[config.mk]
export PLATFORM = sky130hd
export DESIGN_NAME = gtb_global_bank
export DESIGN_NICKNAME = d
export VERILOG_FILES = /design/src/design/gtb_pkg.sv /design/src/design/gtb_global_bank.sv
export SDC_FILE = /design/constraint.sdc
export NUM_CORES = 1
export LEC_CHECK = 0
export BUFFER_PORTS_ARGS = -buffer_cell sky130_fd_sc_hd__buf_4
export CAP_MARGIN = 0
export CORE_AREA = 2 2 240 242
export CTS_CLUSTER_DIAMETER = 80
export CTS_CLUSTER_SIZE = 12
export DETAILED_ROUTE_END_ITERATION = 7
export DIE_AREA = 0 0 242 244
export GPL_TIMING_DRIVEN = 0
export PLACE_DENSITY = 0.63
export SYNTH_ARGS = -nofsm -noshare
export SYNTH_HDL_FRONTEND = slang
export SYNTH_SLANG_ARGS = --single-unit
[constraint.sdc]
create_clock -name clk_sys -period 30.8 [get_ports clk_sys]
set_input_delay 6.16 -clock clk_sys [delete_from_list [all_inputs] [get_ports clk_sys]]
set_output_delay 6.16 -clock clk_sys [all_outputs]
set_load 0.02 [all_outputs]
[src/design/gtb_pkg.sv]
// Constants and types of the global test and bus routing bank
package gtb_pkg;
    localparam int          GTB_NCH         = 4;
    localparam int          GTB_AW          = 18;
    // Register indices; byte address is four times the index
    localparam logic [15:0] GTB_IDX_TEST    = 16'hF800;
    localparam logic [15:0] GTB_IDX_ROUTE   = 16'hF801;
    localparam logic [15:0] GTB_IDX_STATUS  = 16'hF80E;
    localparam logic [15:0] GTB_IDX_MASK    = 16'hF80F;
    localparam logic [31:0] GTB_TEST_RST    = 32'h0000_0000;
    localparam logic [31:0] GTB_ROUTE_RST   = 32'h0000_0000;
    // Test control fields
    localparam int          GTB_TC_OVR_MSB  = 31;
    localparam int          GTB_TC_OVR_LSB  = 17;
    localparam int          GTB_TC_OVR_EN   = 16;
    localparam int          GTB_TC_SINE_MSB = 7;
    localparam int          GTB_TC_DECOR    = 3;
    localparam int          GTB_TC_PN23_EN  = 2;
    localparam int          GTB_TC_PN15_EN  = 1;
    localparam int          GTB_TC_SELFTEST = 0;
    // Bus routing fields
    localparam int          GTB_RT_PW_MSB   = 23;
    localparam int          GTB_RT_PW_LSB   = 20;
    localparam int          GTB_RT_DLY_MSB  = 19;
    localparam int          GTB_RT_DLY_LSB  = 17;
    localparam int          GTB_RT_AGC_SEL  = 16;
    localparam int          GTB_RT_CH3_MSB  = 15;
    localparam int          GTB_RT_CH3_LSB  = 14;
    localparam int          GTB_RT_CH2_SEL  = 13;
    localparam int          GTB_RT_CH1_SEL  = 12;
    localparam int          GTB_RT_BE_MSB   = 11;
    localparam logic [1:0]  GTB_CH3_SRC_MUX = 2'h0;
    localparam logic [1:0]  GTB_CH3_SRC_FIR = 2'h1;
    localparam logic [1:0]  GTB_CH3_SRC_CIC = 2'h2;
    localparam int          GTB_DLY_DEPTH   = 8;
    // Pseudo-noise generators
    localparam int          GTB_PN23_LEN    = 23;
    localparam int          GTB_PN23_TAP    = 17;
    localparam int          GTB_PN15_LEN    = 15;
    localparam int          GTB_PN15_TAP    = 13;
    localparam int          GTB_PN23_DECOR  = 10;
    localparam logic [22:0] GTB_PN23_SEED   = 23'h00_0001;
    localparam logic [14:0] GTB_PN15_SEED   = 15'h0001;
    // Interrupt status events
    localparam int          GTB_NEVT        = 2;
    localparam int          GTB_EV_PULSE    = 0;
    localparam int          GTB_EV_DROP     = 1;
    localparam logic [1:0]  GTB_RESP_OKAY   = 2'h0;
    localparam logic [1:0]  GTB_RESP_SLVERR = 2'h2;

    // Pin bundle; field order matches test bits 31 down to 17
    typedef struct packed {
        logic       irq;
        logic       sync_out;
        logic       sclk;
        logic [0:3] sync_ch;
        logic [0:3] sd_pri;
        logic [0:3] sd_sec;
    } gtb_pins_t;
endpackage : gtb_pkg

[src/design/gtb_global_bank.sv]
// Global test control and bus routing bank with AXI4-Lite access
`timescale 1ns/10ps
module gtb_global_bank
    import gtb_pkg::*;
#(
    parameter int DW = 24,
    parameter int GW = 16
) (
    input  wire logic              clk_sys,
    input  wire logic              rst,

    input  wire logic              s_axi_awvalid,
    output      logic              s_axi_awready,
    input  wire logic [GTB_AW-1:0] s_axi_awaddr,
    input  wire logic              s_axi_wvalid,
    output      logic              s_axi_wready,
    input  wire logic [31:0]       s_axi_wdata,
    input  wire logic [3:0]        s_axi_wstrb,
    output      logic              s_axi_bvalid,
    input  wire logic              s_axi_bready,
    output      logic [1:0]        s_axi_bresp,
    input  wire logic              s_axi_arvalid,
    output      logic              s_axi_arready,
    input  wire logic [GTB_AW-1:0] s_axi_araddr,
    output      logic              s_axi_rvalid,
    input  wire logic              s_axi_rready,
    output      logic [31:0]       s_axi_rdata,
    output      logic [1:0]        s_axi_rresp,

    output      logic              irq,
    input  wire logic              chan_irq_evt,
    input  wire gtb_pins_t         pins_norm,
    input  wire logic [0:3]        sine_msb,
    input  wire logic              sclk_div_sel,
    output      gtb_pins_t         pins_out,
    output      logic              test_mode,
    output      logic              pn_i,
    output      logic              pn_q,

    input  wire logic              ch1_valid_in,
    output      logic              ch1_output_valid_delay,

    input  wire logic [GW-1:0]     agc_loop  [GTB_NCH],
    output      logic [GW-1:0]     ch0_ext_gain,
    input  wire logic [DW-1:0]     cic_out   [GTB_NCH],
    input  wire logic [DW-1:0]     fir_out   [GTB_NCH],
    output      logic [DW-1:0]     fir_ext_in [GTB_NCH],
    output      logic [DW-1:0]     backend_in [GTB_NCH]
);

    logic [31:0]          test_q;
    logic [31:0]          route_q;
    logic [GTB_NEVT-1:0]  status_q;
    logic [GTB_NEVT-1:0]  mask_q;

    logic                 aw_have_q;
    logic                 w_have_q;
    logic [GTB_AW-1:0]    awaddr_q;
    logic [31:0]          wdata_q;
    logic [3:0]           wstrb_q;

    logic                 wr_do;
    logic [15:0]          wr_idx;
    logic [15:0]          rd_idx;
    logic [31:0]          wmask;

    logic [GTB_NEVT-1:0]  evt_set;
    logic [3:0]           pulse_cnt_q;
    logic [3:0]           pulse_width;

    logic [GTB_PN23_LEN-1:0] pn23_q;
    logic [GTB_PN15_LEN-1:0] pn15_q;
    logic                 pn_mix;

    logic [GTB_DLY_DEPTH-1:0] vdly_q;
    logic [2:0]           vdly_sel;

    logic                 ovr_active;
    gtb_pins_t            pins_d;
    gtb_pins_t            ovr_val;

    logic [DW-1:0]        chain_sel [GTB_NCH];
    logic [DW-1:0]        be_sel    [GTB_NCH];

    // AXI4-Lite write path: address and data taken in either order
    assign s_axi_awready = !aw_have_q && !s_axi_bvalid;
    assign s_axi_wready  = !w_have_q && !s_axi_bvalid;
    assign wr_do         = aw_have_q && w_have_q && !s_axi_bvalid;
    assign wr_idx        = awaddr_q[GTB_AW-1:2];

    always_comb begin
        for (int b = 0; b < 4; b++) begin
            wmask[b*8 +: 8] = {8{wstrb_q[b]}};
        end
    end

    always_ff @(posedge clk_sys or posedge rst) begin
        if (rst) begin
            aw_have_q <= 1'b0;
            w_have_q  <= 1'b0;
            awaddr_q  <= '0;
            wdata_q   <= '0;
            wstrb_q   <= '0;
        end else begin
            if (s_axi_awvalid && s_axi_awready) begin
                aw_have_q <= 1'b1;
                awaddr_q  <= s_axi_awaddr;
            end else if (wr_do) begin
                aw_have_q <= 1'b0;
            end
            if (s_axi_wvalid && s_axi_wready) begin
                w_have_q <= 1'b1;
                wdata_q  <= s_axi_wdata;
                wstrb_q  <= s_axi_wstrb;
            end else if (wr_do) begin
                w_have_q <= 1'b0;
            end
        end
    end

    always_ff @(posedge clk_sys or posedge rst) begin
        if (rst) begin
            s_axi_bvalid <= 1'b0;
            s_axi_bresp  <= GTB_RESP_OKAY;
        end else if (wr_do) begin
            s_axi_bvalid <= 1'b1;
            if (wr_idx == GTB_IDX_TEST || wr_idx == GTB_IDX_ROUTE ||
                wr_idx == GTB_IDX_STATUS || wr_idx == GTB_IDX_MASK) begin
                s_axi_bresp <= GTB_RESP_OKAY;
            end else begin
                s_axi_bresp <= GTB_RESP_SLVERR;
            end
        end else if (s_axi_bready) begin
            s_axi_bvalid <= 1'b0;
        end
    end

    // Unused test and route fields are stored as written; zeroing them is software's job
    always_ff @(posedge clk_sys or posedge rst) begin
        if (rst) begin
            test_q  <= GTB_TEST_RST;
            route_q <= GTB_ROUTE_RST;
            mask_q  <= '0;
        end else if (wr_do) begin
            if (wr_idx == GTB_IDX_TEST) begin
                test_q <= (test_q & ~wmask) | (wdata_q & wmask);
            end
            if (wr_idx == GTB_IDX_ROUTE) begin
                route_q <= (route_q & ~wmask) | (wdata_q & wmask);
            end
            if (wr_idx == GTB_IDX_MASK) begin
                mask_q <= (mask_q & ~wmask[GTB_NEVT-1:0]) |
                          (wdata_q[GTB_NEVT-1:0] & wmask[GTB_NEVT-1:0]);
            end
        end
    end

    // Read path: one cycle from address to data
    assign s_axi_arready = !s_axi_rvalid;
    assign rd_idx        = s_axi_araddr[GTB_AW-1:2];

    always_ff @(posedge clk_sys or posedge rst) begin
        if (rst) begin
            s_axi_rvalid <= 1'b0;
            s_axi_rdata  <= '0;
            s_axi_rresp  <= GTB_RESP_OKAY;
        end else if (s_axi_arvalid && s_axi_arready) begin
            s_axi_rvalid <= 1'b1;
            s_axi_rresp  <= GTB_RESP_OKAY;
            unique case (rd_idx)
                GTB_IDX_TEST:   s_axi_rdata <= test_q;
                GTB_IDX_ROUTE:  s_axi_rdata <= route_q;
                GTB_IDX_STATUS: s_axi_rdata <= {{(32-GTB_NEVT){1'b0}},
                                                status_q};
                GTB_IDX_MASK:   s_axi_rdata <= {{(32-GTB_NEVT){1'b0}},
                                                mask_q};
                default: begin
                    s_axi_rdata <= '0;
                    s_axi_rresp <= GTB_RESP_SLVERR;
                end
            endcase
        end else if (s_axi_rready) begin
            s_axi_rvalid <= 1'b0;
        end
    end

    // Sticky status: a new event beats a same-cycle clear
    always_comb begin
        evt_set = '0;
        evt_set[GTB_EV_PULSE] = chan_irq_evt && (pulse_cnt_q == 4'h0) &&
                                (pulse_width != 4'h0);
        evt_set[GTB_EV_DROP]  = chan_irq_evt && (pulse_cnt_q != 4'h0);
    end

    always_ff @(posedge clk_sys or posedge rst) begin
        if (rst) begin
            status_q <= '0;
        end else if (wr_do && wr_idx == GTB_IDX_STATUS && wstrb_q[0]) begin
            status_q <= (status_q & ~wdata_q[GTB_NEVT-1:0]) | evt_set;
        end else begin
            status_q <= status_q | evt_set;
        end
    end

    assign irq = |(status_q & mask_q);

    // Interrupt pin pulse; a width of zero issues no pulse
    assign pulse_width = route_q[GTB_RT_PW_MSB:GTB_RT_PW_LSB];

    // Only rst clears it, so channel resets never cut a pulse short
    always_ff @(posedge clk_sys or posedge rst) begin
        if (rst) begin
            pulse_cnt_q <= 4'h0;
        end else if (pulse_cnt_q != 4'h0) begin
            pulse_cnt_q <= pulse_cnt_q - 4'h1;
        end else if (chan_irq_evt) begin
            pulse_cnt_q <= pulse_width;
        end
    end

    // Pseudo-noise generators; a disabled one holds and drives zero into the mix, but the decorrelation bit still reads pn23_q
    always_ff @(posedge clk_sys or posedge rst) begin
        if (rst) begin
            pn23_q <= GTB_PN23_SEED;
        end else if (test_q[GTB_TC_PN23_EN]) begin
            pn23_q <= {pn23_q[GTB_PN23_LEN-2:0],
                       pn23_q[GTB_PN23_LEN-1] ^ pn23_q[GTB_PN23_TAP]};
        end
    end

    always_ff @(posedge clk_sys or posedge rst) begin
        if (rst) begin
            pn15_q <= GTB_PN15_SEED;
        end else if (test_q[GTB_TC_PN15_EN]) begin
            pn15_q <= {pn15_q[GTB_PN15_LEN-2:0],
                       pn15_q[GTB_PN15_LEN-1] ^ pn15_q[GTB_PN15_TAP]};
        end
    end

    assign pn_mix = (test_q[GTB_TC_PN23_EN] & pn23_q[GTB_PN23_LEN-1]) ^
                    (test_q[GTB_TC_PN15_EN] &
                     pn15_q[GTB_PN15_LEN-1]);

    always_ff @(posedge clk_sys or posedge rst) begin
        if (rst) begin
            pn_i <= 1'b0;
            pn_q <= 1'b0;
        end else begin
            pn_q <= pn_mix;
            pn_i <= pn_mix ^ (test_q[GTB_TC_DECOR] &
                              pn23_q[GTB_PN23_DECOR]);
        end
    end

    // Self-test mode flag for the rest of the device
    always_ff @(posedge clk_sys or posedge rst) begin
        if (rst) begin
            test_mode <= 1'b0;
        end else begin
            test_mode <= test_q[GTB_TC_SELFTEST];
        end
    end

    // Channel 1 output-valid delay, taps 1 to 8 cycles
    assign vdly_sel = route_q[GTB_RT_DLY_MSB:GTB_RT_DLY_LSB];

    always_ff @(posedge clk_sys or posedge rst) begin
        if (rst) begin
            vdly_q <= '0;
        end else begin
            vdly_q <= {vdly_q[GTB_DLY_DEPTH-2:0], ch1_valid_in};
        end
    end

    assign ch1_output_valid_delay = vdly_q[vdly_sel];

    // Pin drive: normal functions, sine probe, or board-test override
    assign ovr_active = test_q[GTB_TC_OVR_EN] && test_q[GTB_TC_SELFTEST];
    assign ovr_val    = gtb_pins_t'(
        test_q[GTB_TC_OVR_MSB:GTB_TC_OVR_LSB]);

    always_comb begin
        pins_d     = pins_norm;
        pins_d.irq = pins_norm.irq | (pulse_cnt_q != 4'h0);
        for (int c = 0; c < GTB_NCH; c++) begin
            if (test_q[GTB_TC_SINE_MSB - c]) begin
                pins_d.sd_sec[c] = sine_msb[c];
            end
        end
        if (ovr_active) begin
            pins_d = ovr_val;
            // Undivided serial clock cannot be forced, it stays live
            if (!sclk_div_sel) begin
                pins_d.sclk = pins_norm.sclk;
            end
        end
    end

    always_ff @(posedge clk_sys or posedge rst) begin
        if (rst) begin
            pins_out <= '0;
        end else begin
            pins_out <= pins_d;
        end
    end

    // Cascade chain source selects, built up channel by channel
    always_comb begin
        chain_sel[0] = cic_out[0];
        chain_sel[1] = route_q[GTB_RT_CH1_SEL] ? fir_out[0]
                                               : cic_out[0];
        chain_sel[2] = route_q[GTB_RT_CH2_SEL] ? fir_out[1]
                                               : chain_sel[1];
        unique case (route_q[GTB_RT_CH3_MSB:GTB_RT_CH3_LSB])
            GTB_CH3_SRC_MUX: chain_sel[3] = chain_sel[2];
            GTB_CH3_SRC_FIR: chain_sel[3] = fir_out[2];
            GTB_CH3_SRC_CIC: chain_sel[3] = cic_out[2];
            default:         chain_sel[3] = chain_sel[2];
        endcase
    end

    always_comb begin
        be_sel[0] = route_q[GTB_RT_BE_MSB] ? cic_out[1]
            : cic_out[0];
        for (int c = 1; c < GTB_NCH; c++) begin
            be_sel[c] = route_q[GTB_RT_BE_MSB - c] ? chain_sel[c]
                                                   : cic_out[c];
        end
    end

    // Muxes only steer samples; no stored data is reset on a switch
    always_ff @(posedge clk_sys or posedge rst) begin
        if (rst) begin
            for (int c = 0; c < GTB_NCH; c++) begin
                fir_ext_in[c] <= '0;
                backend_in[c] <= '0;
            end
            ch0_ext_gain <= '0;
        end else begin
            fir_ext_in[0] <= '0;
            for (int c = 1; c < GTB_NCH; c++) begin
                fir_ext_in[c] <= chain_sel[c];
            end
            for (int c = 0; c < GTB_NCH; c++) begin
                backend_in[c] <= be_sel[c];
            end
            ch0_ext_gain <= route_q[GTB_RT_AGC_SEL] ? agc_loop[1]
                                                    : agc_loop[3];
        end
    end

endmodule : gtb_global_bank

Word level (Yosys, flattened, before mapping)
Index checks and enable logic that the tools add are counted.
{ "word_totals": {"inputBits": 357, "ff_bits": 414} }
{ "op_classes": {"muxes": 29, "n_lt_le_gt_ge": 1, "addsub": 1, "n_eq_ne": 10, "bitwise": 23, "reduce_logical": 33} }
{ "op_table": {"columns": ["op", "count"], "rows": [
  ["$mux W24", 6],
  ["$eq A16 B16 Y1 const B", 8],
  ["$pmux W32 S4", 1],
  ["$and A32 B32 Y32", 3],
  ["$or A32 B32 Y32", 2],
  ["$pmux W24 S2", 1],
  ["$not A32 Y32", 1],
  ["$mux W16", 1],
  ["$mux W15", 1],
  ["$logic_and A1 B1 Y1", 13],
  ["$mux W1", 13],
  ["$reduce_bool A2 Y1", 5],
  ["$and A2 B2 Y2", 4],
  ["$mux W4", 2],
  ["$reduce_bool A4 Y1", 2],
  ["$mux W2", 3],
  ["$or A2 B2 Y2", 3],
  ["$reduce_and A2 Y1", 3],
  ["$logic_not A1 Y1", 4],
  ["$logic_not A4 Y1", 1],
  ["$lt A3 B4 Y1 const B", 1],
  ["$not A2 Y2", 2],
  ["$reduce_or A4 Y1", 1],
  ["$sub A4 B1 Y4 const B", 1],
  ["other kinds (8)", 15]
]} }

Logic depth before layout (Yosys ltp)
Gate-level depths: netlist of run 1.
{ "logic_depth": {"word_depth": 5, "mapped_depth": 7} }

Least setup slack after synthesis of run 1
No wires, ideal clock.
{ "synth_timing": {"path_kind": "input port to flip-flop", "from": "in s_axi_araddr[7]", "to": "reg s_axi_rdata[19]", "setup_time_ps": 83, "slack_ps": 23315, "n_path_buf": 1, "required_ps": 30717, "path_stages": 5, "t_arrival_ps": 7402, "path_cell_list": "or4b_1 -> nor4_1 -> o21ai_1 -> clkbuf_1 -> o21ai_0"} }
{ "synth_via": {"elab_chain_len": 2} }
{ "synth_lines": {"columns": ["item", "line", "source"], "rows": [
  ["start: declaration", "gtb_global_bank.sv:24", "input wire logic [GTB_AW-1:0] s_axi_araddr,"],
  ["$eq A16 B16 Y1", "gtb_global_bank.sv:170", "unique case (rd_idx)"],
  ["$pmux W32 S4 (*)", "gtb_global_bank.sv:170", null],
  ["end signal: assignment", "gtb_global_bank.sv:171", "GTB_IDX_TEST: s_axi_rdata <= test_q;"],
  ["end signal: assignment", "gtb_global_bank.sv:172", "GTB_IDX_ROUTE: s_axi_rdata <= route_q;"],
  ["end signal: assignment", "gtb_global_bank.sv:173", "GTB_IDX_STATUS: s_axi_rdata <= {{(32-GTB_NEVT){1'b0}},"],
  ["end: declaration", "gtb_global_bank.sv:27", "output logic [31:0] s_axi_rdata,"]
]} }
Every way passes the cells marked *; elsewhere a longest branch is shown, timed or not.
A chain may end at the register's enable or synchronous reset.

==> summary.md, run 1 <==
| Metric | Value |
|---|---|
| Run status | finished, final reports clean |
| Synthesis-stage register bit count | 410 |
| Pwr/cell area | 56.9 mW/mm² |
| Register area share after synthesis | 62.4% |
| Global-route track usage on met1 | 20.1% |
| Peak VDD IR | 0.0000433 V |
| YS warnings | 0 |
| Synth cell types | 51 |
| # nets final | 2053 |
| Setup TNS | 0 ps |
| # IOs | 626 |
| Via count | 11100 |
| Hpwl dp | 42.0 mm |
| FF-to-FF path depth | 6 |
| Resized cells post-CTS | 0 |
| Fin crit share | 26.5% |
| Slew headroom | 32.5% |
| Worst hold start | vdly_q[3]$_DFF_PP0_ |
| FILL cells | 5346 |
| Overall routing resource usage | 18.0% |
| Met2 Usage GRT | 32.6% |
| First-pass GRT wire length | 79.5 mm |
| Root buffer cell | clkbuf_16 |
| CTS tree | done |
| FF-to-FF End | s_axi_rdata[15]$_DFFE_PP0P_ |
| Cell Rows | 87 |
| Latest clock arrival within the worst-skew pair | 560 ps |
| Routed wire per std cell | 21.8 µm |
| Initial DRC count | 494 |
| Worst slew pin tran | 1010 ps |
| Sequential power share | 48.6% |
| Cell total after placement | 2406 |
| Clock Path Buffers | 3 |
| Final non-filler cell total | 2465 |
| Int Power | 0.000961 W |
| M3 GR Usage | 5.94% |
| Max Clock Freq | 0.123 GHz |
| Endpoints failing setup | 0 |
| Hold Path Sink | vdly_q[4]$_DFF_PP0_ |
| Final Max Slew Viols | 0 |
| Die W | 242 µm |
| Worst-path clk slew | 60 ps |
| Pre-antenna DRT Iters | 5 |
| DRC | 0 |
| Synthesized area | 0.0164 mm² |
| Grt peak-use layer | met2 |
| Antenna violations before repair | 5 |
| RSZ-0062 raised after global routing | no |
| Initial core utilization | 29.3% |
| Antenna-violating nets left | 0 |
| Routability cong. | 0.871 |
| # clock sinks | 410 |
| Avg Cell Area, Syn | 15.2 µm² |
| Largest stage delay, worst path | 520 ps |
| Total CTS buffers | 41 |
| Post-Syn Instances | 1084 |
| Fin. Hold Viols | 0 |
| Die ar. | 0.0590 mm² |
| Area Growth Syn to Fin | 38.6% |
| Minimum clock period after layout | 8150 ps |
| H-tree Lvls | 2 |
| Post-synth EDFFs | 0 |
| Critical path capture point type | output port |
| Vias per cell | 4.52 |
| Hold path cells | 0 |
| Worst EP required | 24640 ps |
| Clk_skew | 16.5 ps |
| Largest net degree at the start of global routing | 131 |
| Switching power | 0.000336 W |
| Share of cells above drive strength 1 | 54.5% |
| Clock power share | 35.9% |
| Critical path arrival | 1990 ps |
| Lkg Pwr | 10.9 nW |
| PortBufs | 538 |
| Kind of critical path | flop to output port |
| Reg-to-reg setup timing slack | 28270 ps |
| FF-to-FF Start | s_axi_rvalid$_DFFE_PP0P_ |
| Placeable Area | 0.0562 mm² |
| Post-CTS setup buffers | 0 |
| Element type at the critical path start | flop |
| Comb pwr share | 15.5% |
| Hold WC Path Type | flop to flop |
| CP max-delay cell | mux4_2 |
| Grt ovf | 0 |
| CP Max Fanout | 4 |
| # hold bufs at CTS | 0 |
| Max Cap Violations | 0 |
| Detailed Route WL | 53.9 mm |
| DIE HEIGHT | 244 µm |
| Post-synth top flop | dfrtp_1 |
| Switching share of power | 25.9% |
| Async set or reset register ratio after synthesis | 100% |
| Vias in the first global route | 12100 |
| Crit path cell chain | mux4_2, mux2_2, buf_4 |
## power by group through the flow
| stage | Combinational [W] | Sequential, W | Clock [W] |
|---|---|---|---|
| after CTS | 0.000204 | 0.000632 | 0.000481 |
| after floorplan | 0.0000992 | 0.000647 | 0 |
| after global routing | 0.000218 | 0.000639 | 0.000501 |
| after global placement | 0.000197 | 0.000640 | 0 |
| after detailed placement | 0.000203 | 0.000641 | 0 |
| final | 0.000201 | 0.000631 | 0.000466 |
## stage by stage
| stage | hold slack, ps | utilization [%] | power [W] | setup slack (ps) | instance area [µm²] |
|---|---|---|---|---|---|
| 6_report | 373 | 40.6 | 0.00130 | 22650 | 22800 |
| 5_1_grt | 387 | 40.6 | 0.00136 | 22540 | 22800 |
| 4_1_cts | 373 | 40.6 | 0.00132 | 22580 | 22800 |
| 3_5_place_dp | 360 | 38.5 | 0.000844 | 22190 | 21600 |
| 3_3_place_gp | 356 | 38.3 | 0.000836 | 8920 | 21500 |
| 2_1_floorplan | 349 | - | 0.000747 | 13240 | 16500 |
## logic make-up after synthesis
logic type | Yosys count | synth area share (%)
AO/OA/AOI/OAI | 116 | 4.84
AND/OR/NAND/NOR | 96 | 2.86
multiplexers | 356 | 26.1
flip-flops | 410 | 62.4
other | 1 | 0.0228
buffers and inverters | 98 | 3.32
adder cells (fa/ha/maj) | 3 | 0.228
XOR/XNOR | 4 | 0.213
## final cells by class
type / instances / area (µm²) / area share [%]
flip-flops and latches: 410 / 10300 / 45.0
multi-input cells: 601 / 5730 / 25.1
repair buffers: 541 / 4120 / 18.1
clock buffers: 52 / 1120 / 4.91
well taps: 756 / 946 / 4.15
plain buffers: 89 / 512 / 2.24
clock inverters: 4 / 56.3 / 0.247
inverters: 9 / 41.3 / 0.181
diodes: 3 / 7.51 / 0.0329
## worst max-delay path: cells and delay by family (launching register included)
| kind | cells | cell delay (ps) |
|---|---|---|
| muxes | 2 | 830 |
| DFF | 1 | 440 |
| buffers and inverters | 1 | 170 |
## cells in the final DEF, fill, tap and decap left out, types with 3 or more instances in the layout
cell type    n
buf_4      572
dfrtp_1    408
mux2_2     217
mux2_4      72
mux2_1      61
clkbuf_1    44
clkbuf_16   43
nand2_1     40
o21ai_0     36
a22oi_1     30
a22o_1      26
conb_1      26
nor2_1      13
and3_1      10
a21oi_1      9
inv_1        8
buf_2        8
buf_1        8
nor4_1       5
nand3_1      4
mux2i_1      4
nand2b_1     4
nor3_1       4
diode_2      3
nand4_1      3
xnor2_1      3
ha_1         3
buf_16       3
## worst max-delay path by stage
stage / start / end / slack, ps / cells past startpoint
after floorplan: rst / asynchronous set/reset pin / 13240 / 1
after global placement: rst / pins_out[10]$_DFF_PP0_ / 8920 / 2
after detailed placement: s_axi_araddr[7] / s_axi_rdata[15]$_DFFE_PP0P_ / 22190 / 6
after CTS: flop / ch1_output_valid_delay / 22580 / 3
after global routing: flop / ch1_output_valid_delay / 22540 / 3
final: flop / ch1_output_valid_delay / 22650 / 3
## cells in the mapped netlist (all sizes together) (3+ instances only)
master  count  area, µm²
nor4        5       31.3
mux2i       4       40.0
a22oi      30        225
nand4       3       18.8
nor2       14       55.1
o21ai      38        190
and3       10       62.6
nand3       4       20.0
nand2b      4       25.0
a22o       26        228
xnor2       3       26.3
clkbuf     36        135
ha          3       37.5
nor3        4       20.0
mux2      350       4210
dfrtp     408      10200
nand2      40        150
a21oi       9       45.0
buf        53        377
inv         9       33.8
## routing by layer
layer	routed length [µm]	up-vias
li1	-	5016
met5	13	-
met1	20300	5638
met4	1220	2
met3	3940	71
met2	28300	414
Power figures use the tool's default switching activity.
==> inputs of run 2 (changes only) <==
--- a/config.mk
+++ b/config.mk
@@ -7,13 +7,13 @@
 export LEC_CHECK = 0
 export BUFFER_PORTS_ARGS = -buffer_cell sky130_fd_sc_hd__buf_4
 export CAP_MARGIN = 0
-export CORE_AREA = 2 2 240 242
+export CORE_AREA = 2 2 241 243
 export CTS_CLUSTER_DIAMETER = 80
 export CTS_CLUSTER_SIZE = 12
 export DETAILED_ROUTE_END_ITERATION = 7
-export DIE_AREA = 0 0 242 244
+export DIE_AREA = 0 0 243 245
 export GPL_TIMING_DRIVEN = 0
-export PLACE_DENSITY = 0.63
+export PLACE_DENSITY = 0.65
 export SYNTH_ARGS = -nofsm -noshare
 export SYNTH_HDL_FRONTEND = slang
 export SYNTH_SLANG_ARGS = --single-unit
==> constraint.sdc (replaced) <==
create_clock -name clk_sys -period 7.15 [get_ports clk_sys]
set_input_delay 1.43 -clock clk_sys [delete_from_list [all_inputs] [get_ports clk_sys]]
set_output_delay 1.43 -clock clk_sys [all_outputs]
set_load 0.02 [all_outputs]
==> summary.md, run 2 (synthesized netlist as in run 1, its figures left out) <==
| Metric | Value |
|---|---|
| Run status | finished, final reports clean (unchanged) |
| # hold bufs at CTS | 0 (unchanged) |
| Critical path arrival | 1960 ps (was 1990 ps) |
| Worst EP required | 5720 ps (was 24640 ps) |
| Vias in the first global route | 12200 (was 12100) |
| Routed wire per std cell | 22.2 µm (was 21.8 µm) |
| Max Cap Violations | 0 (unchanged) |
| CP Depth | 3 (unchanged) |
| Buffers & Inverters on Critical Path | 1 (unchanged) |
| Int Power | 0.00416 W (was 0.000961 W) |
| Most frequent cells in the layout | buf_4, dfrtp_1, mux2_2 (unchanged) |
| Element type at the critical path start | flop (unchanged) |
| Worst slew pin tran | 1110 ps (was 1010 ps) |
| # IOs | 626 (unchanged) |
| Peak VDD IR | 0.000208 V (was 0.0000433 V) |
| FF-to-FF path depth | 6 (unchanged) |
| Lkg Pwr | 11.0 nW (was 10.9 nW) |
| Fin. Hold Viols | 0 (unchanged) |
| Detailed Route WL | 55.3 mm (was 53.9 mm) |
| Top Family by Delay on Critical Path | multiplexers (unchanged) |
| Endpoints failing setup | 0 (unchanged) |
| Area Growth Syn to Fin | 39.8% (was 38.6%) |
| Hold path cells | 0 (unchanged) |
| Die W | 243 µm (was 242 µm) |
| Antenna violations before repair | 11 (was 5) |
| Overall routing resource usage | 18.3% (was 18.0%) |
| Hold WS | 374 ps (was 373 ps) |
| Switching power | 0.00151 W (was 0.000336 W) |
| Setup TNS | 0 ps (unchanged) |
| Share of cells above drive strength 1 | 55.0% (was 54.5%) |
| Initial core utilization | 28.8% (was 29.3%) |
| CP max-delay cell | mux4_2 (unchanged) |
| Crit path cell chain | mux4_2, mux2_2, buf_4 (unchanged) |
| # clock sinks | 410 (unchanged) |
| Vias per cell | 4.50 (was 4.52) |
| Switching share of power | 26.6% (was 25.9%) |
| Die ar. | 0.0595 mm² (was 0.0590 mm²) |
| Initial DRC count | 507 (was 494) |
| Root buffer cell | clkbuf_16 (unchanged) |
| Resized cells post-CTS | 0 (unchanged) |
| Reg-to-reg setup timing slack | 4470 ps (was 28270 ps) |
| Critical path capture point type | output port (unchanged) |
| DRC | 0 (unchanged) |
| Clock power share | 36.7% (was 35.9%) |
| # nets final | 2063 (was 2053) |
| Grt ovf | 0 (unchanged) |
| Sequential power share | 47.8% (was 48.6%) |
| Via count | 11200 (was 11100) |
| PortBufs | 538 (unchanged) |
| Largest net degree at the start of global routing | 45 (was 131) |
| Routability cong. | 0.860 (was 0.871) |
| CTS tree | done (unchanged) |
| Total CTS buffers | 44 (was 41) |
| Antenna-violating nets left | 0 (unchanged) |
| Fin crit share | 47.4% |
| Final Max Slew Viols | 0 (unchanged) |
| CP Max Fanout | 4 (unchanged) |
| Pre-antenna DRT Iters | 5 (unchanged) |
| Max Clock Freq | 0.295 GHz |
| DIE HEIGHT | 245 µm (was 244 µm) |
| Comb pwr share | 15.5% (about the same) |
| Post-CTS setup buffers | 0 (unchanged) |
| Kind of critical path | flop to output port (unchanged) |
| Clk_skew | 17.3 ps (was 16.5 ps) |
| Hpwl dp | 43.4 mm (was 42.0 mm) |
| Worst-path clk slew | 60 ps (about the same) |
| Placeable Area | 0.0570 mm² (was 0.0562 mm²) |
| Fin util | 40.3% (was 40.6%) |
| First-pass GRT wire length | 80.5 mm (was 79.5 mm) |
| Latest clock arrival within the worst-skew pair | 570 ps (was 560 ps) |
| Hold WC Path Type | flop to flop (unchanged) |
| Cell Rows | 88 (was 87) |
| Minimum clock period after layout | 3390 ps |
| H-tree Lvls | 2 (unchanged) |
| Slew headroom | 26.2% (was 32.5%) |
| FILL cells | 5419 (was 5346) |
| RSZ-0062 raised after global routing | no (unchanged) |
| Clock Path Buffers | 3 (unchanged) |
| Pwr/cell area | 247 mW/mm² (was 56.9 mW/mm²) |
| Largest stage delay, worst path | 520 ps (about the same) |
| Commonest non-fill, non-tap cell in the layout | buf_4 (unchanged) |
## run 2: final cells by class
cell class / instances / area, µm² / area share (%)
Multi-Input combinational cell: 601 / 5730 / 24.9
Sequential cell: 410 / 10300 / 44.6
Timing Repair Buffer: 548 / 4240 / 18.4
Tap cell: 765 / 957 / 4.16
Inverter: 9 / 37.5 / 0.163
Antenna cell: 7 / 17.5 / 0.0762
Clock inverter: 11 / 92.6 / 0.403
Clock buffer: 50 / 1140 / 4.98
Buffer: 89 / 512 / 2.23
## run 2: power by group through the flow
stage	logic [W]	clock network [W]	registers, W
6_report	0.000877	0.00208	0.00271
5_1_grt	0.000945	0.00224	0.00274
4_1_cts	0.000890	0.00216	0.00271
3_5_place_dp	0.000887	0	0.00275
3_3_place_gp	0.000846	0	0.00274
2_1_floorplan	0.000428	0	0.00279
## run 2: path summary, 6_finish.rpt
path | endpoint | start
max in group asynchronous | wdata_q[16]$_DFFE_PP0P_ | rst
hold reg to reg | vdly_q[1]$_DFF_PP0_ | vdly_q[0]$_DFF_PP0_
setup / recovery | ch1_output_valid_delay | flop
min in group asynchronous | fir_ext_in[15]$_DFF_PP0_ | rst
hold / removal | vdly_q[1]$_DFF_PP0_ | vdly_q[0]$_DFF_PP0_
setup reg to reg | s_axi_rdata[15]$_DFFE_PP0P_ | s_axi_rvalid$_DFFE_PP0P_
## run 2: stage by stage
step                instances  total power (W)  worst slack [ps]  area (µm²)
detailed placement       2422          0.00364              3210       21700
global route             2490          0.00593              3690       23000
finish                   2490          0.00567              3760       23000
CTS                      2483          0.00576              3700       23000
global placement         2412          0.00359             -2090       21500
floorplan                1109          0.00322               196       16500
## run 2: layer usage
layer  global-route usage [%]  up-vias  wire length [µm]
met2                     33.8      441             29400
met4                     7.25        2              1640
met1                     19.8     5628             20300
li1                         -     5048                 -
met3                     5.12       88              4000
met5                        0        -                13
